File: src/pkg/cap_map.svh
// Constants for the custom-instruction accelerator port
`ifndef CAP_MAP_SVH
`define CAP_MAP_SVH
`define CAP_NUM_SLOTS 4
`define CAP_NUM_ACCEL 4
`define CAP_XLEN 64
`define CAP_FUNCT_W 7
`define CAP_REG_W 5
`define CAP_OPC_CUSTOM0 7'h0B
`define CAP_OPC_CUSTOM1 7'h2B
`define CAP_OPC_CUSTOM2 7'h5B
`define CAP_OPC_CUSTOM3 7'h7B
`define CAP_INST_RD_LSB 7
`define CAP_INST_XS2_BIT 12
`define CAP_INST_XS1_BIT 13
`define CAP_INST_XD_BIT 14
`define CAP_INST_RS1_LSB 15
`define CAP_INST_RS2_LSB 20
`define CAP_INST_FUNCT_LSB 25
`define CAP_HART_W 8
`endif

File: src/pkg/cap_pkg.sv
// Types for the custom-instruction accelerator port
`include "cap_map.svh"
package cap_pkg;
  typedef enum logic [1:0] {
    CAP_IDLE = 2'b00,
    CAP_HOLD = 2'b01,
    CAP_WAIT = 2'b11
  } cap_state_t;
  typedef struct packed {
    logic [`CAP_FUNCT_W-1:0] funct;
    logic [`CAP_REG_W-1:0] rs2;
    logic [`CAP_REG_W-1:0] rs1;
    logic [`CAP_REG_W-1:0] rd;
    logic dest_used_flag;
    logic src_a_used_flag;
    logic src_b_used_flag;
    logic [1:0] coproc_opcode_slot;
    logic [`CAP_XLEN-1:0] rs1_val;
    logic [`CAP_XLEN-1:0] rs2_val;
  } cap_cmd_t;
endpackage : cap_pkg

File: src/core/cap_port.sv
// Tile-side accelerator port: dispatch, response return, memory routing
`timescale 1ns/1ps
`include "cap_map.svh"
module cap_port (
  input wire logic clk,
  input wire logic arst_n,
  input wire logic [`CAP_HART_W-1:0] hardware_thread_id,
  input wire logic [`CAP_NUM_ACCEL*`CAP_HART_W-1:0] per_hart_accel_map,
  input wire logic [`CAP_NUM_ACCEL*`CAP_NUM_SLOTS-1:0] accel_slot_set,
  input wire logic core_valid,
  input wire logic [31:0] core_inst,
  input wire logic [`CAP_XLEN-1:0] core_rs1_val,
  input wire logic [`CAP_XLEN-1:0] core_rs2_val,
  output logic core_ready,
  output logic core_illegal,
  output logic resp_valid,
  output logic [`CAP_REG_W-1:0] resp_rd,
  output logic [`CAP_XLEN-1:0] resp_data,
  input wire logic resp_ready,
  output logic [`CAP_NUM_ACCEL-1:0] accel_present,
  output logic [`CAP_NUM_ACCEL-1:0] cmd_valid,
  output logic [`CAP_FUNCT_W-1:0] cmd_funct,
  output logic [`CAP_REG_W-1:0] cmd_rd,
  output logic [`CAP_REG_W-1:0] cmd_rs1,
  output logic [`CAP_REG_W-1:0] cmd_rs2,
  output logic cmd_dest_used_flag,
  output logic cmd_src_a_used_flag,
  output logic cmd_src_b_used_flag,
  output logic [1:0] cmd_coproc_opcode_slot,
  output logic [`CAP_XLEN-1:0] cmd_rs1_val,
  output logic [`CAP_XLEN-1:0] cmd_rs2_val,
  input wire logic [`CAP_NUM_ACCEL-1:0] cmd_ready,
  input wire logic [`CAP_NUM_ACCEL-1:0] acc_resp_valid,
  input wire logic [`CAP_NUM_ACCEL*`CAP_REG_W-1:0] acc_resp_rd,
  input wire logic [`CAP_NUM_ACCEL*`CAP_XLEN-1:0] acc_resp_data,
  output logic [`CAP_NUM_ACCEL-1:0] acc_resp_ready,
  input wire logic [`CAP_NUM_ACCEL-1:0] acc_busy,
  input wire logic [`CAP_NUM_ACCEL-1:0] acc_interrupt,
  output logic core_busy,
  output logic core_interrupt,
  input wire logic [`CAP_NUM_ACCEL-1:0] mem_req_valid,
  output logic [`CAP_NUM_ACCEL-1:0] mem_req_grant,
  input wire logic [`CAP_NUM_ACCEL-1:0] ptw_req_valid,
  output logic [`CAP_NUM_ACCEL-1:0] ptw_req_grant,
  input wire logic [`CAP_NUM_ACCEL-1:0] tile_arbitrated_master_node_req,
  input wire logic icache_refill_req,
  output logic [`CAP_NUM_ACCEL-1:0] tile_arbitrated_master_node_grant,
  output logic icache_refill_grant,
  input wire logic [`CAP_NUM_ACCEL-1:0] crossbar_master_node_req,
  output logic [`CAP_NUM_ACCEL-1:0] crossbar_master_node_grant
);
  localparam int NA = `CAP_NUM_ACCEL;

  typedef struct packed {
    cap_pkg::cap_state_t state;
    cap_pkg::cap_cmd_t cmd;
    logic [NA-1:0] cmd_valid;
    logic [NA-1:0] present;
    logic [NA-1:0] pend_resp;
    logic core_ready;
    logic core_illegal;
    logic resp_valid;
    logic [`CAP_REG_W-1:0] resp_rd;
    logic [`CAP_XLEN-1:0] resp_data;
    logic [NA-1:0] acc_resp_ready;
    logic core_busy;
    logic core_interrupt;
    logic [NA-1:0] mem_grant;
    logic [NA-1:0] ptw_grant;
    logic [NA-1:0] atl_grant;
    logic icache_grant;
    logic [NA-1:0] xbar_grant;
    logic [1:0] rr_ptr;
  } cap_port_st_t;

  cap_port_st_t st_r;
  cap_port_st_t st_nxt;

  logic is_custom;
  logic [1:0] d_slot;
  logic [`CAP_REG_W-1:0] d_rd;
  logic [`CAP_REG_W-1:0] d_rs1;
  logic [`CAP_REG_W-1:0] d_rs2;
  logic [`CAP_FUNCT_W-1:0] d_funct;
  logic d_xd;
  logic d_xs1;
  logic d_xs2;
  logic [NA-1:0] irq_sync;
  logic [NA-1:0] present_now;
  logic [NA-1:0] slot_hit;

  // Field extraction from the issued instruction
  cap_decode u_decode (
    .inst(core_inst),
    .is_custom(is_custom),
    .slot(d_slot),
    .rd(d_rd),
    .rs1(d_rs1),
    .rs2(d_rs2),
    .funct(d_funct),
    .dest_used_flag(d_xd),
    .src_a_used_flag(d_xs1),
    .src_b_used_flag(d_xs2)
  );

  // Per-accelerator presence, slot match and interrupt synchroniser
  genvar g;
  generate
    for (g = 0; g < NA; g++) begin : g_acc
      assign present_now[g] = (per_hart_accel_map[g*`CAP_HART_W +: `CAP_HART_W] == hardware_thread_id);
      assign slot_hit[g] = st_r.present[g] && accel_slot_set[g*`CAP_NUM_SLOTS + d_slot];
      // Accelerator interrupt may be produced off-tile, so it is filtered
      cap_sync u_irq (
        .clk(clk),
        .arst_n(arst_n),
        .d(acc_interrupt[g]),
        .q(irq_sync[g])
      );
    end
  endgenerate

  // Fixed-priority pick of one target: lowest index that claims the slot
  function automatic logic [NA-1:0] cap_first(input logic [NA-1:0] v);
    logic [NA-1:0] r;
    r = '0;
    for (int i = NA - 1; i >= 0; i--) begin
      if (v[i]) begin
        r = '0;
        r[i] = 1'b1;
      end
    end
    return r;
  endfunction : cap_first

  // Round-robin pick starting after rr_ptr, the last response winner; the grant picks do not move it and can starve
  function automatic logic [NA-1:0] cap_rr(input logic [NA-1:0] v, input logic [1:0] ptr);
    logic [NA-1:0] r;
    logic [1:0] k;
    r = '0;
    for (int i = NA; i >= 1; i--) begin
      k = 2'(ptr + 2'(i));
      if (v[k]) begin
        r = '0;
        r[k] = 1'b1;
      end
    end
    return r;
  endfunction : cap_rr

  // Dispatch FSM, response return and resource arbitration
  always_comb begin
    logic [NA-1:0] tgt;
    logic [NA-1:0] rsel;
    logic [NA-1:0] atl;
    logic [NA-1:0] pset;
    tgt = cap_first(slot_hit);
    rsel = cap_rr(acc_resp_valid & st_r.pend_resp, st_r.rr_ptr);
    // Mask before the pick, so an absent requester never swallows the grant
    atl = cap_rr(tile_arbitrated_master_node_req & st_r.present, st_r.rr_ptr);
    pset = '0;
    st_nxt = st_r;
    st_nxt.present = present_now;
    st_nxt.core_ready = 1'b0;
    st_nxt.core_illegal = 1'b0;
    st_nxt.acc_resp_ready = '0;
    case (st_r.state)
      cap_pkg::CAP_IDLE: begin
        // Capture a command when the core offers one
        if (core_valid) begin
          if (is_custom && (tgt != '0)) begin
            st_nxt.cmd.funct = d_funct;
            st_nxt.cmd.rd = d_rd;
            st_nxt.cmd.rs1 = d_rs1;
            st_nxt.cmd.rs2 = d_rs2;
            st_nxt.cmd.dest_used_flag = d_xd;
            st_nxt.cmd.src_a_used_flag = d_xs1;
            st_nxt.cmd.src_b_used_flag = d_xs2;
            st_nxt.cmd.coproc_opcode_slot = d_slot;
            st_nxt.cmd.rs1_val = core_rs1_val;
            st_nxt.cmd.rs2_val = core_rs2_val;
            st_nxt.cmd_valid = tgt;
            st_nxt.core_ready = 1'b1;
            st_nxt.state = cap_pkg::CAP_HOLD;
          end else begin
            // Not a custom opcode, or no accelerator claims it: refuse as illegal
            st_nxt.core_ready = 1'b1;
            st_nxt.core_illegal = 1'b1;
            st_nxt.state = cap_pkg::CAP_WAIT;
          end
        end
      end
      cap_pkg::CAP_HOLD: begin
        // Command stands until the target takes it
        if ((st_r.cmd_valid & cmd_ready) != '0) begin
          st_nxt.cmd_valid = '0;
          if (st_r.cmd.dest_used_flag) begin
            pset = st_r.cmd_valid;
          end
          st_nxt.state = cap_pkg::CAP_IDLE;
        end
      end
      cap_pkg::CAP_WAIT: begin
        // One-cycle gap so the core drops valid after a refusal
        st_nxt.state = cap_pkg::CAP_IDLE;
      end
      default: begin
        st_nxt.state = cap_pkg::CAP_IDLE;
        st_nxt.cmd_valid = '0;
      end
    endcase

    // Response path: one outstanding word toward the core
    if (st_r.resp_valid && resp_ready) begin
      st_nxt.resp_valid = 1'b0;
    end
    if (!st_r.resp_valid && (st_r.acc_resp_ready == '0) && (rsel != '0)) begin
      for (int i = 0; i < NA; i++) begin
        if (rsel[i]) begin
          st_nxt.resp_rd = acc_resp_rd[i*`CAP_REG_W +: `CAP_REG_W];
          st_nxt.resp_data = acc_resp_data[i*`CAP_XLEN +: `CAP_XLEN];
          st_nxt.rr_ptr = 2'(i);
        end
      end
      st_nxt.resp_valid = 1'b1;
      st_nxt.acc_resp_ready = rsel;
      st_nxt.pend_resp = st_nxt.pend_resp & ~rsel;
    end
    // A new pending bit wins over a same-cycle take of the old one
    st_nxt.pend_resp = st_nxt.pend_resp | pset;

    // Busy while a command stands, a present accelerator works or a result is pending
    st_nxt.core_busy = (st_nxt.state == cap_pkg::CAP_HOLD) || ((acc_busy & st_r.present) != '0)
      || (st_nxt.pend_resp != '0);
    st_nxt.core_interrupt = (irq_sync & st_r.present) != '0;

    // Data cache and walker ports, one grant per cycle each
    st_nxt.mem_grant = cap_rr(mem_req_valid & st_r.present, st_r.rr_ptr);
    st_nxt.ptw_grant = cap_rr(ptw_req_valid & st_r.present, st_r.rr_ptr);
    // Instruction cache refill wins the shared arbiter over accelerators
    st_nxt.icache_grant = icache_refill_req;
    st_nxt.atl_grant = icache_refill_req ? '0 : (atl & st_r.present);
    // Crossbar ports pass straight through, no tile-local arbitration
    st_nxt.xbar_grant = crossbar_master_node_req & st_r.present;
  end

  // State register
  always_ff @(posedge clk or negedge arst_n) begin
    if (!arst_n) begin
      st_r <= '0;
    end else begin
      st_r <= st_nxt;
    end
  end

  // Outputs straight from the state register
  assign core_ready = st_r.core_ready;
  assign core_illegal = st_r.core_illegal;
  assign resp_valid = st_r.resp_valid;
  assign resp_rd = st_r.resp_rd;
  assign resp_data = st_r.resp_data;
  assign accel_present = st_r.present;
  assign cmd_valid = st_r.cmd_valid;
  assign cmd_funct = st_r.cmd.funct;
  assign cmd_rd = st_r.cmd.rd;
  assign cmd_rs1 = st_r.cmd.rs1;
  assign cmd_rs2 = st_r.cmd.rs2;
  assign cmd_dest_used_flag = st_r.cmd.dest_used_flag;
  assign cmd_src_a_used_flag = st_r.cmd.src_a_used_flag;
  assign cmd_src_b_used_flag = st_r.cmd.src_b_used_flag;
  assign cmd_coproc_opcode_slot = st_r.cmd.coproc_opcode_slot;
  assign cmd_rs1_val = st_r.cmd.rs1_val;
  assign cmd_rs2_val = st_r.cmd.rs2_val;
  assign acc_resp_ready = st_r.acc_resp_ready;
  assign core_busy = st_r.core_busy;
  assign core_interrupt = st_r.core_interrupt;
  assign mem_req_grant = st_r.mem_grant;
  assign ptw_req_grant = st_r.ptw_grant;
  assign tile_arbitrated_master_node_grant = st_r.atl_grant;
  assign icache_refill_grant = st_r.icache_grant;
  assign crossbar_master_node_grant = st_r.xbar_grant;
endmodule : cap_port

File: src/core/cap_sync.sv
// Three-stage input synchroniser with agreement filter
`timescale 1ns/1ps
module cap_sync (
  input wire logic clk,
  input wire logic arst_n,
  input wire logic d,
  output logic q
);
  typedef struct packed {
    logic s1;
    logic s2;
    logic s3;
    logic q;
  } cap_sync_st_t;
  cap_sync_st_t st_r;
  cap_sync_st_t st_nxt;
  // Output only moves once the second and third stages agree
  always_comb begin
    st_nxt = st_r;
    st_nxt.s1 = d;
    st_nxt.s2 = st_r.s1;
    st_nxt.s3 = st_r.s2;
    if (st_r.s2 == st_r.s3) begin
      st_nxt.q = st_r.s3;
    end
  end
  always_ff @(posedge clk or negedge arst_n) begin
    if (!arst_n) begin
      st_r <= '0;
    end else begin
      st_r <= st_nxt;
    end
  end
  assign q = st_r.q;
endmodule : cap_sync

File: src/core/cap_decode.sv
// Opcode-to-slot decoder and field extraction for custom instructions
`timescale 1ns/1ps
`include "cap_map.svh"
module cap_decode (
  input wire logic [31:0] inst,
  output logic is_custom,
  output logic [1:0] slot,
  output logic [`CAP_REG_W-1:0] rd,
  output logic [`CAP_REG_W-1:0] rs1,
  output logic [`CAP_REG_W-1:0] rs2,
  output logic [`CAP_FUNCT_W-1:0] funct,
  output logic dest_used_flag,
  output logic src_a_used_flag,
  output logic src_b_used_flag
);
  // Opcode selects one of four slots
  always_comb begin
    is_custom = 1'b1;
    slot = 2'h0;
    case (inst[6:0])
      `CAP_OPC_CUSTOM0: slot = 2'h0;
      `CAP_OPC_CUSTOM1: slot = 2'h1;
      `CAP_OPC_CUSTOM2: slot = 2'h2;
      `CAP_OPC_CUSTOM3: slot = 2'h3;
      default: is_custom = 1'b0;
    endcase
  end
  // Register numbers, usage flags and function code
  assign rd = inst[`CAP_INST_RD_LSB +: `CAP_REG_W];
  assign rs1 = inst[`CAP_INST_RS1_LSB +: `CAP_REG_W];
  assign rs2 = inst[`CAP_INST_RS2_LSB +: `CAP_REG_W];
  assign funct = inst[`CAP_INST_FUNCT_LSB +: `CAP_FUNCT_W];
  assign dest_used_flag = inst[`CAP_INST_XD_BIT];
  assign src_a_used_flag = inst[`CAP_INST_XS1_BIT];
  assign src_b_used_flag = inst[`CAP_INST_XS2_BIT];
endmodule : cap_decode

File: config.mk
export PLATFORM = sky130hd
export DESIGN_NAME = cap_port
export DESIGN_NICKNAME = d
export VERILOG_FILES = /design/src/pkg/cap_pkg.sv /design/src/core/cap_port.sv /design/src/core/cap_sync.sv /design/src/core/cap_decode.sv
export VERILOG_INCLUDE_DIRS = /design/src /design/src/pkg
export SDC_FILE = /design/constraint.sdc
export NUM_CORES = 1
export LEC_CHECK = 0
export ABC_AREA = 1
export BUFFER_PORTS_ARGS = -buffer_cell sky130_fd_sc_hd__buf_4
export CORE_AREA = 2 2 305 307
export CTS_BUF_LIST = sky130_fd_sc_hd__clkbuf_8
export DETAILED_ROUTE_END_ITERATION = 12
export DIE_AREA = 0 0 307 309
export PLACE_DENSITY = 0.46
export SLEW_MARGIN = 10
export SYNTH_ARGS = -nofsm -noshare
export SYNTH_HDL_FRONTEND = slang
export SYNTH_SLANG_ARGS = --single-unit
File: constraint.sdc
create_clock -name clk -period 3.05 [get_ports clk]
set_input_delay 0.1525 -clock clk [delete_from_list [all_inputs] [get_ports clk]]
set_output_delay 0.1525 -clock clk [all_outputs]
set_load 0.005 [all_outputs]
* Word level (Yosys, flattened, before mapping)
Cells that the tools add are included.
** Word-level totals
- Bits in registers :: 282
- Output and inout port bits :: 258
- Bits of input ports :: 529
** Operators by class
- Eq/ne operators :: 18
- Reduce and logical (&&, ||, !) cells :: 28
- Magnitude comparators :: 12
- Add/subtract/negate cells :: 6
- Bitwise logic cells :: 13
- Multiplexer cells :: 95
** Operator list (count)
- two-way mux 69 bit :: 4
- two-way mux 161 bit :: 1
- two-way mux 159 bit :: 1
- two-way mux 4 bit :: 26
- two-way mux 74 bit :: 1
- bitwise AND 4 bit :: 10
- binary-select mux 1 bit (select 2 bit) :: 17
- equality test 8 bit :: 4
- two-way mux 1 bit :: 27
- nonzero test 4 bit :: 6
- two-way mux 2 bit :: 8
- equality test 7 bit, second input constant :: 2
- binary-select mux 1 bit (select 4 bit) :: 3
- logical AND 1 bit :: 12
- less-than comparator 2 x 3 -> 1 bit, second input constant :: 4
- one-hot mux 4 bit (3 select lines) :: 1
- adder 4 x 2 -> 5 bit, first input constant :: 2
- less-than comparator 5 bit, second input constant :: 2
- demux 1 bit (select 2 bit) :: 4
- >= comparator 2 x 1 -> 1 bit, second input constant :: 4
- equality test 7 x 4 -> 1 bit, second input constant :: 1
- equality test 7 x 6 -> 1 bit, second input constant :: 1
- != test 2 bit, second input constant :: 3
- one-hot mux 2 bit (3 select lines) :: 1
- 21 further kinds :: 27

* Longest topological paths before layout
Gate-level depths: netlist of run 1.
- Depth after elaboration :: 18
- Mapped depth :: 20
- Mapped depth without buffers :: 17

* By module
From an unflattened synthesis of run 1, not the netlist that was laid out.
** Unflattened totals
- Cells, all modules :: 2102
- Area total of the unflattened synthesis :: 16164.3 µm²
** Modules (own cells, without submodules)
- cap_port :: area an instance 15456.1 µm², times used 1, cells each 2034
- cap_sync :: area an instance 116.4 µm², times used 4, cells each 8
- cap_decode :: area an instance 242.7 µm², times used 1, cells each 36

* Worst setup path before layout of run 1
No wires, ideal clock.
- Kind :: reg-to-reg
- From :: register st_r[0] (netlist name)
- To :: register st_r, in the netlist core_busy
- Buffers on the path :: 4
- Period minus slack after synthesis :: 2.767 ns
- Stages on the path, launching flop included :: 19
- Slack :: 0.283 ns
- Arrival :: 2.648 ns
- Data required time :: 2.931 ns
- Library setup time :: 0.119 ns
- Cell sequence :: dfrtp_1 -> buf_6 -> inv_6 -> clkbuf_1 -> ha_1 -> buf_2 -> inv_2 -> nand3_2 -> nand2_1 -> nand3_1 -> nand2_1 -> nand2_1 -> o21ai_2 -> buf_6 -> nand2_1 -> a22oi_1 -> nand2_1 -> nor2_1 -> nand2_1
** RTL lines
- start, declared :: line cap_port.sv:76 : cap_port_st_t st_r;
- start signal, assigned :: line cap_port.sv:251 : st_r <= st_nxt;

* Worst setup path in the final report of run 1
- From :: register st_r[0] (netlist name)
- To :: register st_r, in the netlist resp_data[22]
** Between the ends
- Cells in the longest elaborated chain, start to end :: 11
- Elaborated cells on any way between the ends :: 41
- Classes of those cells :: add/sub (3); order compare (8); mux (23); reduce/logical (7)
** Ends and longest elaborated chain
- adder 2 bit (tied with other cells) :: line cap_port.sv:141 : k = 2'(ptr + 2'(i));
- less-than comparator 2 x 3 -> 1 bit (implied by the code) (tied with other cells) :: line cap_port.sv:144 : r[k] = 1'b1;
- logical AND 1 bit (implied by the code) / two-way mux 1 bit (equally long branches) :: line cap_port.sv:144
- two-way mux 1 bit (implied by the code) / demux 1 bit (select 2 bit) (equally long branches) :: line cap_port.sv:144
- demux 1 bit (select 2 bit) / two-way mux 4 bit (equally long branches) :: line cap_port.sv:144, cap_port.sv:142
- two-way mux 4 bit (2 in series) :: line cap_port.sv:142 : if (v[k]) begin
- two-way mux 4 bit (*) :: line cap_port.sv:142
- two-way mux 69 bit / nonzero test 4 bit (equally long branches)
- two-way mux 69 bit / logical AND 1 bit (equally long branches) :: line cap_port.sv:218, cap_port.sv:216
- two-way mux 69 bit / AND reduction 2 bit (equally long branches)
Mark *: on every way between the ends. The rest lies on a longest branch, timed or not. The select of a mux whose other input is x is not followed.
A chain may end at the register's enable or synchronous reset.

==> results of run 1 <==
-- path summary, 6_finish.rpt --
check | from | to | slack (ps) | cells past startpoint
min in group clk | accel_slot_set[0] | cmd_valid[0] | 110 | 9
setup / recovery | st_r[0] | resp_data[22] | 290 | 14
hold reg to reg | g_acc[3].u_irq.st_nxt[2] | g_acc[3].u_irq.st_nxt[1] | 350 | 0
hold / removal | arst_n | cmd_rs1_val[51] | 90 | 2
setup reg to reg | st_r[0] | resp_data[22] | 290 | 14
max in group asynchronous | arst_n | cmd_rs2_val[26] | 2110 | 3
-- cell type report --
class / count / area (um2)
sequential: 282 / 7057
clock buffer: 66 / 908.4
tap: 1186 / 1484
clock inverter: 30 / 187.7
antenna: 4 / 10.01
multi-input combinational: 1060 / 6145
fill: 9605 / 64060
inverter: 72 / 290.3
timing repair buffer: 1312 / 11240
-- cell usage after synthesis (8+ instances only) --
library cell	n
sky130_fd_sc_hd__mux2_1	50
sky130_fd_sc_hd__o211ai_1	12
sky130_fd_sc_hd__buf_6	10
sky130_fd_sc_hd__o21ai_1	8
sky130_fd_sc_hd__o22ai_1	9
sky130_fd_sc_hd__inv_1	63
sky130_fd_sc_hd__mux2_2	103
sky130_fd_sc_hd__clkbuf_1	47
sky130_fd_sc_hd__nor2_1	99
sky130_fd_sc_hd__nand4_1	13
sky130_fd_sc_hd__buf_2	16
sky130_fd_sc_hd__dfrtp_1	282
sky130_fd_sc_hd__o21ai_0	37
sky130_fd_sc_hd__buf_4	269
sky130_fd_sc_hd__xnor2_1	28
sky130_fd_sc_hd__nand2_1	483
sky130_fd_sc_hd__nand3_1	102
sky130_fd_sc_hd__o2111ai_1	69
-- report_power, final --
part	internal [mW]	switching (mW)	leakage [nW]
combinational	0.961	0.492	9.67
clock	2.12	1.75	0.634
sequential	3.79	0.0235	3.89
total	6.87	2.27	14.2
-- logic make-up (layout without fill, tap and decap cells) --
kind of cell             after synthesis  after routing  synth area share, %
other                                  0              4                    0
XOR/XNOR                              30             30                1.659
flip-flops                           282            282                44.55
adder cells (fa/ha/maj)                8              8               0.5687
buffers and inverters                414           1480                16.85
AO/OA/AOI/OAI                        154            154                7.085
AND/OR/NAND/NOR                      714            714                18.35
multiplexers                         154            154                10.94
-- repair_timing --
item | 4_1_cts | 5_1_grt
endpoints found under the setup margin | 0 | 7
hold buffers | 470 | 0
gates resized for setup | 0 | 13
hold endpoints to repair | 429 | 0
-- per-stage QoR --
stage	total power, mW	cells	hold WS (ps)
after floorplan	4.102	1756	-143.1
after global placement	4.832	3440	190.9
after detailed placement	4.834	3440	191.9
after CTS	9.347	4006	5.004
after global routing	9.636	4009	85.31
final	9.139	4012	91.61
-- registers in the layout (all words and copies together), names as in the netlist, 2 cells and up --
register and flops:
acc_resp_ready 4, accel_present 4, cmd_coproc_opcode_slot 2, cmd_funct 7, cmd_rd 5, cmd_rs1 5
cmd_rs1_val 64, cmd_rs2 5, cmd_rs2_val 64, cmd_valid 4, crossbar_master_node_grant 4, g_acc.u_irq.q 4
g_acc.u_irq.st_nxt 8, g_acc.u_irq.st_r 4, mem_req_grant 4, ptw_req_grant 4, resp_data 64, resp_rd 5
st_r 8, tile_arbitrated_master_node_grant 4
-- critical path, cell delays in order (launching register included) --
cell and delay, ps:
sky130_fd_sc_hd__dfrtp_1 420, sky130_fd_sc_hd__inv_6 140, sky130_fd_sc_hd__ha_2 330, sky130_fd_sc_hd__inv_4 110, sky130_fd_sc_hd__nand3_2 140, sky130_fd_sc_hd__nand2_1 160
sky130_fd_sc_hd__nand3_1 90, sky130_fd_sc_hd__nand2_1 150, sky130_fd_sc_hd__a21oi_4 90, sky130_fd_sc_hd__nand2_1 150, sky130_fd_sc_hd__nand2_2 120, sky130_fd_sc_hd__nand2_4 220
sky130_fd_sc_hd__buf_16 210, sky130_fd_sc_hd__o2111ai_1 220, sky130_fd_sc_hd__nand2_1 100
-- layer usage --
layer  global-route usage (%)  vias to the layer above
li1                         -                     7638
met1                    15.84                     7586
met2                    24.11                      636
met3                    3.563                      131
met4                    5.525                        6
met5                        0                        -
==> impl_metrics.ini, run 1 <==
[die]
dieHeight_um = 309
placement_rows = 111
die_w_um = 307
die-area_um2 = 94860
ios = 787
initial_utilization_pct = 17.33
placeableCoreArea_um2 = 91390

[drt]
drtIter0Drc = 851
vias = 15997
highest-signal-layer = met5
viasPerCell = 3.987
drt_pass1_iterations = 5
avgRoutedWirePerCell_um = 17.33
routedLengthMet1_mm = 27.63
postRouteWirelength_mm = 69.54
met2_wirelength_mm = 34.65
drc = 0
drtAntennaViolNets = 0
met3RoutedLength_mm = 4.788

[clock_network]
clk_root_buffer_cell = sky130_fd_sc_hd__clkbuf_8
clock_tree.htree_level_count = 2
cts_tree = yes
cts_inserted_buffers = 55
cts_post_setup_buffers_inserted = 0
max-clock-path-buffers = 3
insertion_delay_ps = 640
cts_sinks = 282
clk_transition_reported_paths_ps = 60

[synth]
yosys.area.top_type_share_pct = 44.55
async_flop_share_pct = 100.0
synthesis.area_per_instance_um2 = 9.021
synth_nets = 2289
netlist_top_cells_area = sky130_fd_sc_hd__dfrtp_1 (45%), sky130_fd_sc_hd__buf_4 (13%), sky130_fd_sc_hd__nand2_1 (11%)
netlist_area_um2 = 15840
ys_ff_latch = 282
syn_inst_count = 1756
synth-warning-count = 0
synth_top_flop_cell = sky130_fd_sc_hd__dfrtp_1
synth_edf_count = 0
yosys.area.top_type = sky130_fd_sc_hd__dfrtp_1
ys_seq_area_share_pct = 44.55
distinct_cells_synth = 40

[placed_design]
buffer_ports.inserted = 786
placed_cell_area_um2 = 21410
place_worst_setup_slack_ps = 130.8
place.gp.congestion = 0.8413
dp_hpwl_mm = 50.18

[power]
p_per_area_nw_per_um2 = 334.5
irDropWorstVdd_v = 0.0002385
total_leakage_power_nw = 14.19

[grt]
first_global_vias = 16809
grtUsageTotal_pct = 13.72
grt_max_degree = 72
initial_antenna_violation_count = 8
grt_pass1_wl_mm = 99.90
grt-ovfl-total = 0

[run_status]
status = completed

[sta]
worst_slack_ps = 286.3
finalSetupTns_ps = 0
slew_viol_final = 0
finalHoldViolations = 0
setup_viol = 0
slew-limit-headroom_pct = 49.52
final_period_demand_of_the_worst_path_ps = 2764
fin_worst_skew_ps = 21.48
final_min_period_over_clock_period_pct = 90.61
max_slew.worst_pin.slew_ps = 751.4
max_clock_freq_mhz = 361.8

[critical_path]
start_kind = register
worst_path_arrival_time_ps = 3330
maximum_fanout_encountered_on_the_critical_timing_path = 27
path_class = register to register
critPathCaptureType = register
crit_required_ps = 3620

[final_layout]
most_frequent_standard_cell_in_the_layout_excluding_fill_and_tap_cells = sky130_fd_sc_hd__buf_4
final_core_utilization_pct = 29.90
layout.cells.most_common_list = sky130_fd_sc_hd__buf_4 (825), sky130_fd_sc_hd__nand2_1 (481), sky130_fd_sc_hd__dlygate4sd3_1 (470)
postLayoutCellArea_um2 = 27320
finalNetCount = 3316
synthToLayoutAreaGrowth_pct = 72.49
drive_gt1_share_pct = 37.03

[flow_run]
max-cap-violations = 0

[min_path]
hold_path_class = input pin to async pin
Note: power is estimated with default switching activity, not from simulation.
==> run 2: changes to the inputs <==
--- a/config.mk
+++ b/config.mk
@@ -13,6 +13,8 @@
 export DETAILED_ROUTE_END_ITERATION = 12
 export DIE_AREA = 0 0 307 309
 export PLACE_DENSITY = 0.46
+export RECOVER_POWER = 50
+export SETUP_SLACK_MARGIN = 0.4
 export SLEW_MARGIN = 10
 export SYNTH_ARGS = -nofsm -noshare
 export SYNTH_HDL_FRONTEND = slang
==> run 2 against run 1 <==
The run now ends with max-capacitance violations, max-slew violations left. Clock skew increased by 4.9 ps. Fmax increased by 9.4%. Sequential power about the same. Largest cell class unchanged. Largest power group is now sequential cells.
==> impl_metrics.ini, run 2 (synthesis results as in run 1) <==
[drt]
postRouteWirelength_mm = 70.79
vias = 16117
avgRoutedWirePerCell_um = 17.62
viasPerCell = 4.011
met3RoutedLength_mm = 5.201
drc = 0
drt_pass1_iterations = 5
met2_wirelength_mm = 34.79
routedLengthMet1_mm = 27.76
highest-signal-layer = met5
drtIter0Drc = 875
drtAntennaViolNets = 0

[placed_design]
placed_cell_area_um2 = 21450
place_worst_setup_slack_ps = 143.3
buffer_ports.inserted = 786
place.gp.congestion = 0.8701
dp_hpwl_mm = 50.67

[die]
initial_utilization_pct = 17.33
die_w_um = 307
dieHeight_um = 309
placeableCoreArea_um2 = 91390
ios = 787
die-area_um2 = 94860
placement_rows = 111

[final_layout]
layout.cells.most_common_list = sky130_fd_sc_hd__buf_4 (711), sky130_fd_sc_hd__nand2_1 (479), sky130_fd_sc_hd__dlygate4sd3_1 (469)
finalNetCount = 3331
drive_gt1_share_pct = 35.42
multi_input_comb_area_um2 = 6195
postLayoutCellArea_um2 = 27350
most_frequent_standard_cell_in_the_layout_excluding_fill_and_tap_cells = sky130_fd_sc_hd__buf_4
fillerInstances = 9619
final_core_utilization_pct = 29.93
synthToLayoutAreaGrowth_pct = 72.65
area.sequential_um2 = 7058

[sta]
final_min_period_over_clock_period_pct = 82.85
final_period_demand_of_the_worst_path_ps = 2527
slew_viol_final = 69
slew-limit-headroom_pct = -38.83
setup_viol = 0
rsz0062_at_grt = false
max_clock_freq_mhz = 395.8
worst_slack_ps = 523.2
finalHoldViolations = 0
finalSetupTns_ps = 0
fin_worst_skew_ps = 26.41
max_slew.worst_pin.slew_ps = 2082

[grt]
grtUsageTotal_pct = 13.92
grt-ovfl-total = 0
initial_antenna_violation_count = 4
first_global_vias = 16729
grt_max_degree = 71
grt_pass1_wl_mm = 100.7

[critical_path]
critPathCaptureType = register
path_class = input pin to register
start_kind = input pin
maximum_fanout_encountered_on_the_critical_timing_path = 30
worst_path_arrival_time_ps = 3050
crit_required_ps = 3570

[clock_network]
cts_tree = yes
clock_tree.htree_level_count = 2
cts_inserted_buffers = 53
clk_root_buffer_cell = sky130_fd_sc_hd__clkbuf_8
insertion_delay_ps = 640
clk_transition_reported_paths_ps = 50
cts_sinks = 282
max-clock-path-buffers = 3

[power]
p_per_area_nw_per_um2 = 330.4
total_leakage_power_nw = 14.02
total_power_mw = 9.037
irDropWorstVdd_v = 0.0002607

[run_status]
violations_in_the_final_reports = max-capacitance violations, max-slew violations
status = finished, violations left

[min_path]
hold_path_class = input pin to register

[flow_run]
max-cap-violations = 1
-- run 2: worst paths after layout --
path	from	to	slack [ps]	cells after the start
setup / recovery	core_inst[5]	cmd_rs2_val[25]	520	14
hold / removal	accel_slot_set[12]	cmd_valid[3]	100	9
setup reg to reg	st_r[0]	resp_data[43]	570	14
hold reg to reg	g_acc[3].u_irq.st_nxt[2]	g_acc[3].u_irq.st_nxt[1]	340	0
max in group asynchronous	arst_n	cmd_rs1_val[57]	770	3
min in group asynchronous	arst_n	resp_data[57]	650	2
-- run 2: final cells by class --
| type | instances | share of cell area [%] |
|---|---|---|
| Multi-Input combinational cell | 1061 | 22.65 |
| Timing Repair Buffer | 1327 | 41.14 |
| Antenna cell | 3 | 0.02745 |
| Timing Repair inverter | 1 | 0.03202 |
| Clock buffer | 60 | 3.019 |
| Sequential cell | 282 | 25.81 |
| Inverter | 72 | 1.093 |
| Tap cell | 1186 | 5.426 |
| Clock inverter | 26 | 0.8006 |
-- run 2: timing repair --
action,4_1_cts,5_1_grt
buffers inserted,8,6
resized for setup,10,20
hold endpoints to repair,389,0
hold buffers,469,0
gates cloned,4,2
endpoints found under the setup margin,73,216
pin swaps,2,8
-- run 2: metrics by stage --
step           hold slack, ps  std cells
5_1_grt                 109.0       4017
3_5_place_dp            194.2       3440
6_report                103.3       4018
2_1_floorplan          -143.1       1756
3_3_place_gp            190.6       3440
4_1_cts                 1.303       4007
-- run 2: power breakdown --
group	leakage, nW	switching [mW]	total [mW]	internal, mW
combinational	9.53	0.496	1.45	0.950
sequential	3.89	0.0216	3.81	3.79
clock	0.601	1.66	3.78	2.11
-- run 2: worst max-delay path: stages --
cell and delay, ps:
sky130_fd_sc_hd__dlygate4sd3_1 540, sky130_fd_sc_hd__buf_4 170, sky130_fd_sc_hd__inv_1 80, sky130_fd_sc_hd__o211ai_1 180, sky130_fd_sc_hd__inv_1 70, sky130_fd_sc_hd__nand2_1 50, sky130_fd_sc_hd__dlygate4sd3_1 540, sky130_fd_sc_hd__nand2_1 80
sky130_fd_sc_hd__nand2_1 90, sky130_fd_sc_hd__nand4_1 120, sky130_fd_sc_hd__buf_4 180, sky130_fd_sc_hd__nand2_8 190, sky130_fd_sc_hd__buf_12 240, sky130_fd_sc_hd__mux2_2 360
-- run 2: per-layer routing --
layer / GRT usage (%) / vias to the layer above
met5: 0 / -
met4: 6.341 / 2
met3: 3.775 / 156
met2: 23.91 / 726
met1: 16.13 / 7575
li1: - / 7658
==> run 3: changes to the inputs <==
--- a/config.mk
+++ b/config.mk
@@ -8,11 +8,11 @@
 export LEC_CHECK = 0
 export ABC_AREA = 1
 export BUFFER_PORTS_ARGS = -buffer_cell sky130_fd_sc_hd__buf_4
-export CORE_AREA = 2 2 305 307
+export CORE_AREA = 2 2 303 305
 export CTS_BUF_LIST = sky130_fd_sc_hd__clkbuf_8
 export DETAILED_ROUTE_END_ITERATION = 12
-export DIE_AREA = 0 0 307 309
-export PLACE_DENSITY = 0.46
+export DIE_AREA = 0 0 305 307
+export PLACE_DENSITY = 0.48
 export RECOVER_POWER = 50
 export SETUP_SLACK_MARGIN = 0.4
 export SLEW_MARGIN = 10
==> constraint.sdc (replaced) <==
create_clock -name clk -period 2.1 [get_ports clk]
set_input_delay 0.105 -clock clk [delete_from_list [all_inputs] [get_ports clk]]
set_output_delay 0.105 -clock clk [all_outputs]
set_load 0.005 [all_outputs]
==> run 3 against run 2 <==
The run ends with negative setup slack left. Count of clock-buffer cells in the layout rose by 7. Worst setup slack got worse by 840 ps. Sequential power is 45% higher. Utilization rose by 2.8 points. Clock power is 46% higher. Combinational power increased by 54%. Worst hold slack lost 11 ps. Largest cell class unchanged.
==> impl_metrics.ini, run 3 (synthesis results as in run 1) <==
[run_status]
status = finished, violations left
violations_in_the_final_reports = negative setup slack

[sta]
slew_viol_final = 0
fin_hold_ws_ps = 92.23
final_period_demand_of_the_worst_path_ps = 2421
fin_worst_skew_ps = 17.75
max_slew.worst_pin.slew_ps = 1226
worst_slack_ps = -321.3
max_clock_freq_mhz = 413.0
slew-limit-headroom_pct = 18.27
finalHoldViolations = 0
rsz0062_at_grt = true
setup_viol = 76
final_min_period_over_clock_period_pct = 115.3

[critical_path]
slowest_delay_ps = 460
timing.critical_path.max_delay_family = buffers and inverters
critPathSlowestCell = sky130_fd_sc_hd__dfrtp_2
start_kind = register
path_class = register to register
cp.buffers_inverters = 7
maximum_fanout_encountered_on_the_critical_timing_path = 10
critPathCaptureType = register
crit_required_ps = 2620
worst_path_arrival_time_ps = 2950
critical_path.cell_chain = inv_6 -> ha_4 -> inv_8 -> nand3_4 -> nand3_1 -> nand2_1 -> inv_1 -> nand2_2 -> a21oi_4 -> nand2_4 -> inv_8 -> buf_12 -> buf_12 -> buf_16 -> nand3_1 -> o2111ai_2 -> nand2_1

[final_layout]
finalNetCount = 3448
final_core_utilization_pct = 32.77
synthToLayoutAreaGrowth_pct = 87.62
layout.cells.most_common_list = sky130_fd_sc_hd__buf_4 (810), sky130_fd_sc_hd__dlygate4sd3_1 (480), sky130_fd_sc_hd__nand2_1 (453)
drive_gt1_share_pct = 43.09
most_frequent_standard_cell_in_the_layout_excluding_fill_and_tap_cells = sky130_fd_sc_hd__buf_4
fillerInstances = 9259

[clock_network]
cts_tree = yes
max-clock-path-buffers = 3
insertion_delay_ps = 630
clock_tree.htree_level_count = 2
clk_transition_reported_paths_ps = 60
cts_inserted_buffers = 54
cts_sinks = 282
clk_root_buffer_cell = sky130_fd_sc_hd__clkbuf_8

[drt]
drt_pass1_iterations = 5
viasPerCell = 4.061
vias = 16829
drc = 0
postRouteWirelength_mm = 74.57
drtIter0Drc = 885
avgRoutedWirePerCell_um = 18.00
drtAntennaViolNets = 0

[placed_design]
buffer_ports.inserted = 786
dp_hpwl_mm = 51.32
place.gp.congestion = 0.8577

[grt]
grt-ovfl-total = 0
grt_max_degree = 49
grt_pass1_wl_mm = 107.6
initial_antenna_violation_count = 5
first_global_vias = 17786
grtUsageTotal_pct = 15.03

[power]
irDropWorstVdd_v = 0.0003554
p_per_area_nw_per_um2 = 447.0
total_leakage_power_nw = 15.35

[die]
die-area_um2 = 93640
die_w_um = 305
placeableCoreArea_um2 = 90690
dieHeight_um = 307
placement_rows = 111
initial_utilization_pct = 17.47
ios = 787

[flow_run]
max-cap-violations = 0

[min_path]
hold_path_class = input pin to register
-- run 3: changes by cell type in the layout (fill, tap and decap cells not counted), sizes merged --
cell | previous run | this run
bufbuf | 1 | 5
clkbuf | 183 | 166
dlygate4sd3 | 469 | 480
buf | 734 | 858
diode | 3 | 4
inv | 90 | 91
clkinvlp | 0 | 1
dlymetal6s2s | 0 | 2
bufinv | 4 | 1
clkinv | 5 | 7
-- run 3: area by class of cell --
cell class	count	area, um2	area share, %
repair buffers	1444	12560	42.26
multi-input cells	1061	7212	24.27
flip-flops and latches	282	7058	23.75
well taps	1186	1484	4.993
clock buffers	67	922.1	3.103
inverters	72	322.8	1.086
clock inverters	28	150.1	0.5052
diodes	4	10.01	0.03368
-- run 3: final timing paths --
kind                            depth (start not counted)  slack (ps)                  endpoint                     start
worst max-delay path                                   17        -320             resp_data[37]                   st_r[0]
worst min-delay path                                    8          90              cmd_valid[0]         accel_slot_set[3]
worst max register to register                         17        -320             resp_data[37]                   st_r[0]
worst min register to register                          0         350  g_acc[3].u_irq.st_nxt[1]  g_acc[3].u_irq.st_nxt[2]
max in group asynchronous                               3          70             resp_data[49]                    arst_n
min in group asynchronous                               3         590              resp_data[5]                    arst_n
-- run 3: layer usage --
layer	track usage [%]	wire (um)	up-vias
li1	-	-	7900
met1	17.15	29370	8003
met2	26.42	36950	735
met3	3.997	5130	189
met4	6.321	3108	2
met5	0	10	-
-- run 3: power by group --
group          switching (mW)  internal, mW  total [mW]
clock network            2.53          2.98        5.51
logic                   0.786          1.45        2.24
registers              0.0329          5.51        5.54
-- run 3: worst min-delay path: cells and delay by family --
family	cells	cell delay [ps]
compound gates	1	50
buf+inv	3	270
simple gates	4	260
-- run 3: timing repair --
| action | in CTS | in global routing |
|---|---|---|
| hold endpoints to repair | 533 | 0 |
| cloned | 9 | 1 |
| pin swaps | 16 | 30 |
| resized for setup | 89 | 83 |
| hold buffers | 481 | 0 |
| setup buffers | 13 | 5 |
| endpoints found under the setup margin | 247 | 259 |
-- run 3: metrics by stage --
step | setup slack [ps] | power [mW] | instances | TNS [ps] | cell area [um2]
3_3_place_gp | -359.6 | 7.087 | 3536 | -52580 | 22940
6_report | -321.3 | 13.28 | 4144 | -17080 | 29720
3_5_place_dp | -427.6 | 7.091 | 3536 | -57890 | 22940
5_1_grt | -425.6 | 13.91 | 4143 | -26890 | 29720
4_1_cts | -311.9 | 13.56 | 4134 | -20970 | 29500
2_1_floorplan | -307.0 | 5.971 | 1756 | -23160 | 16640
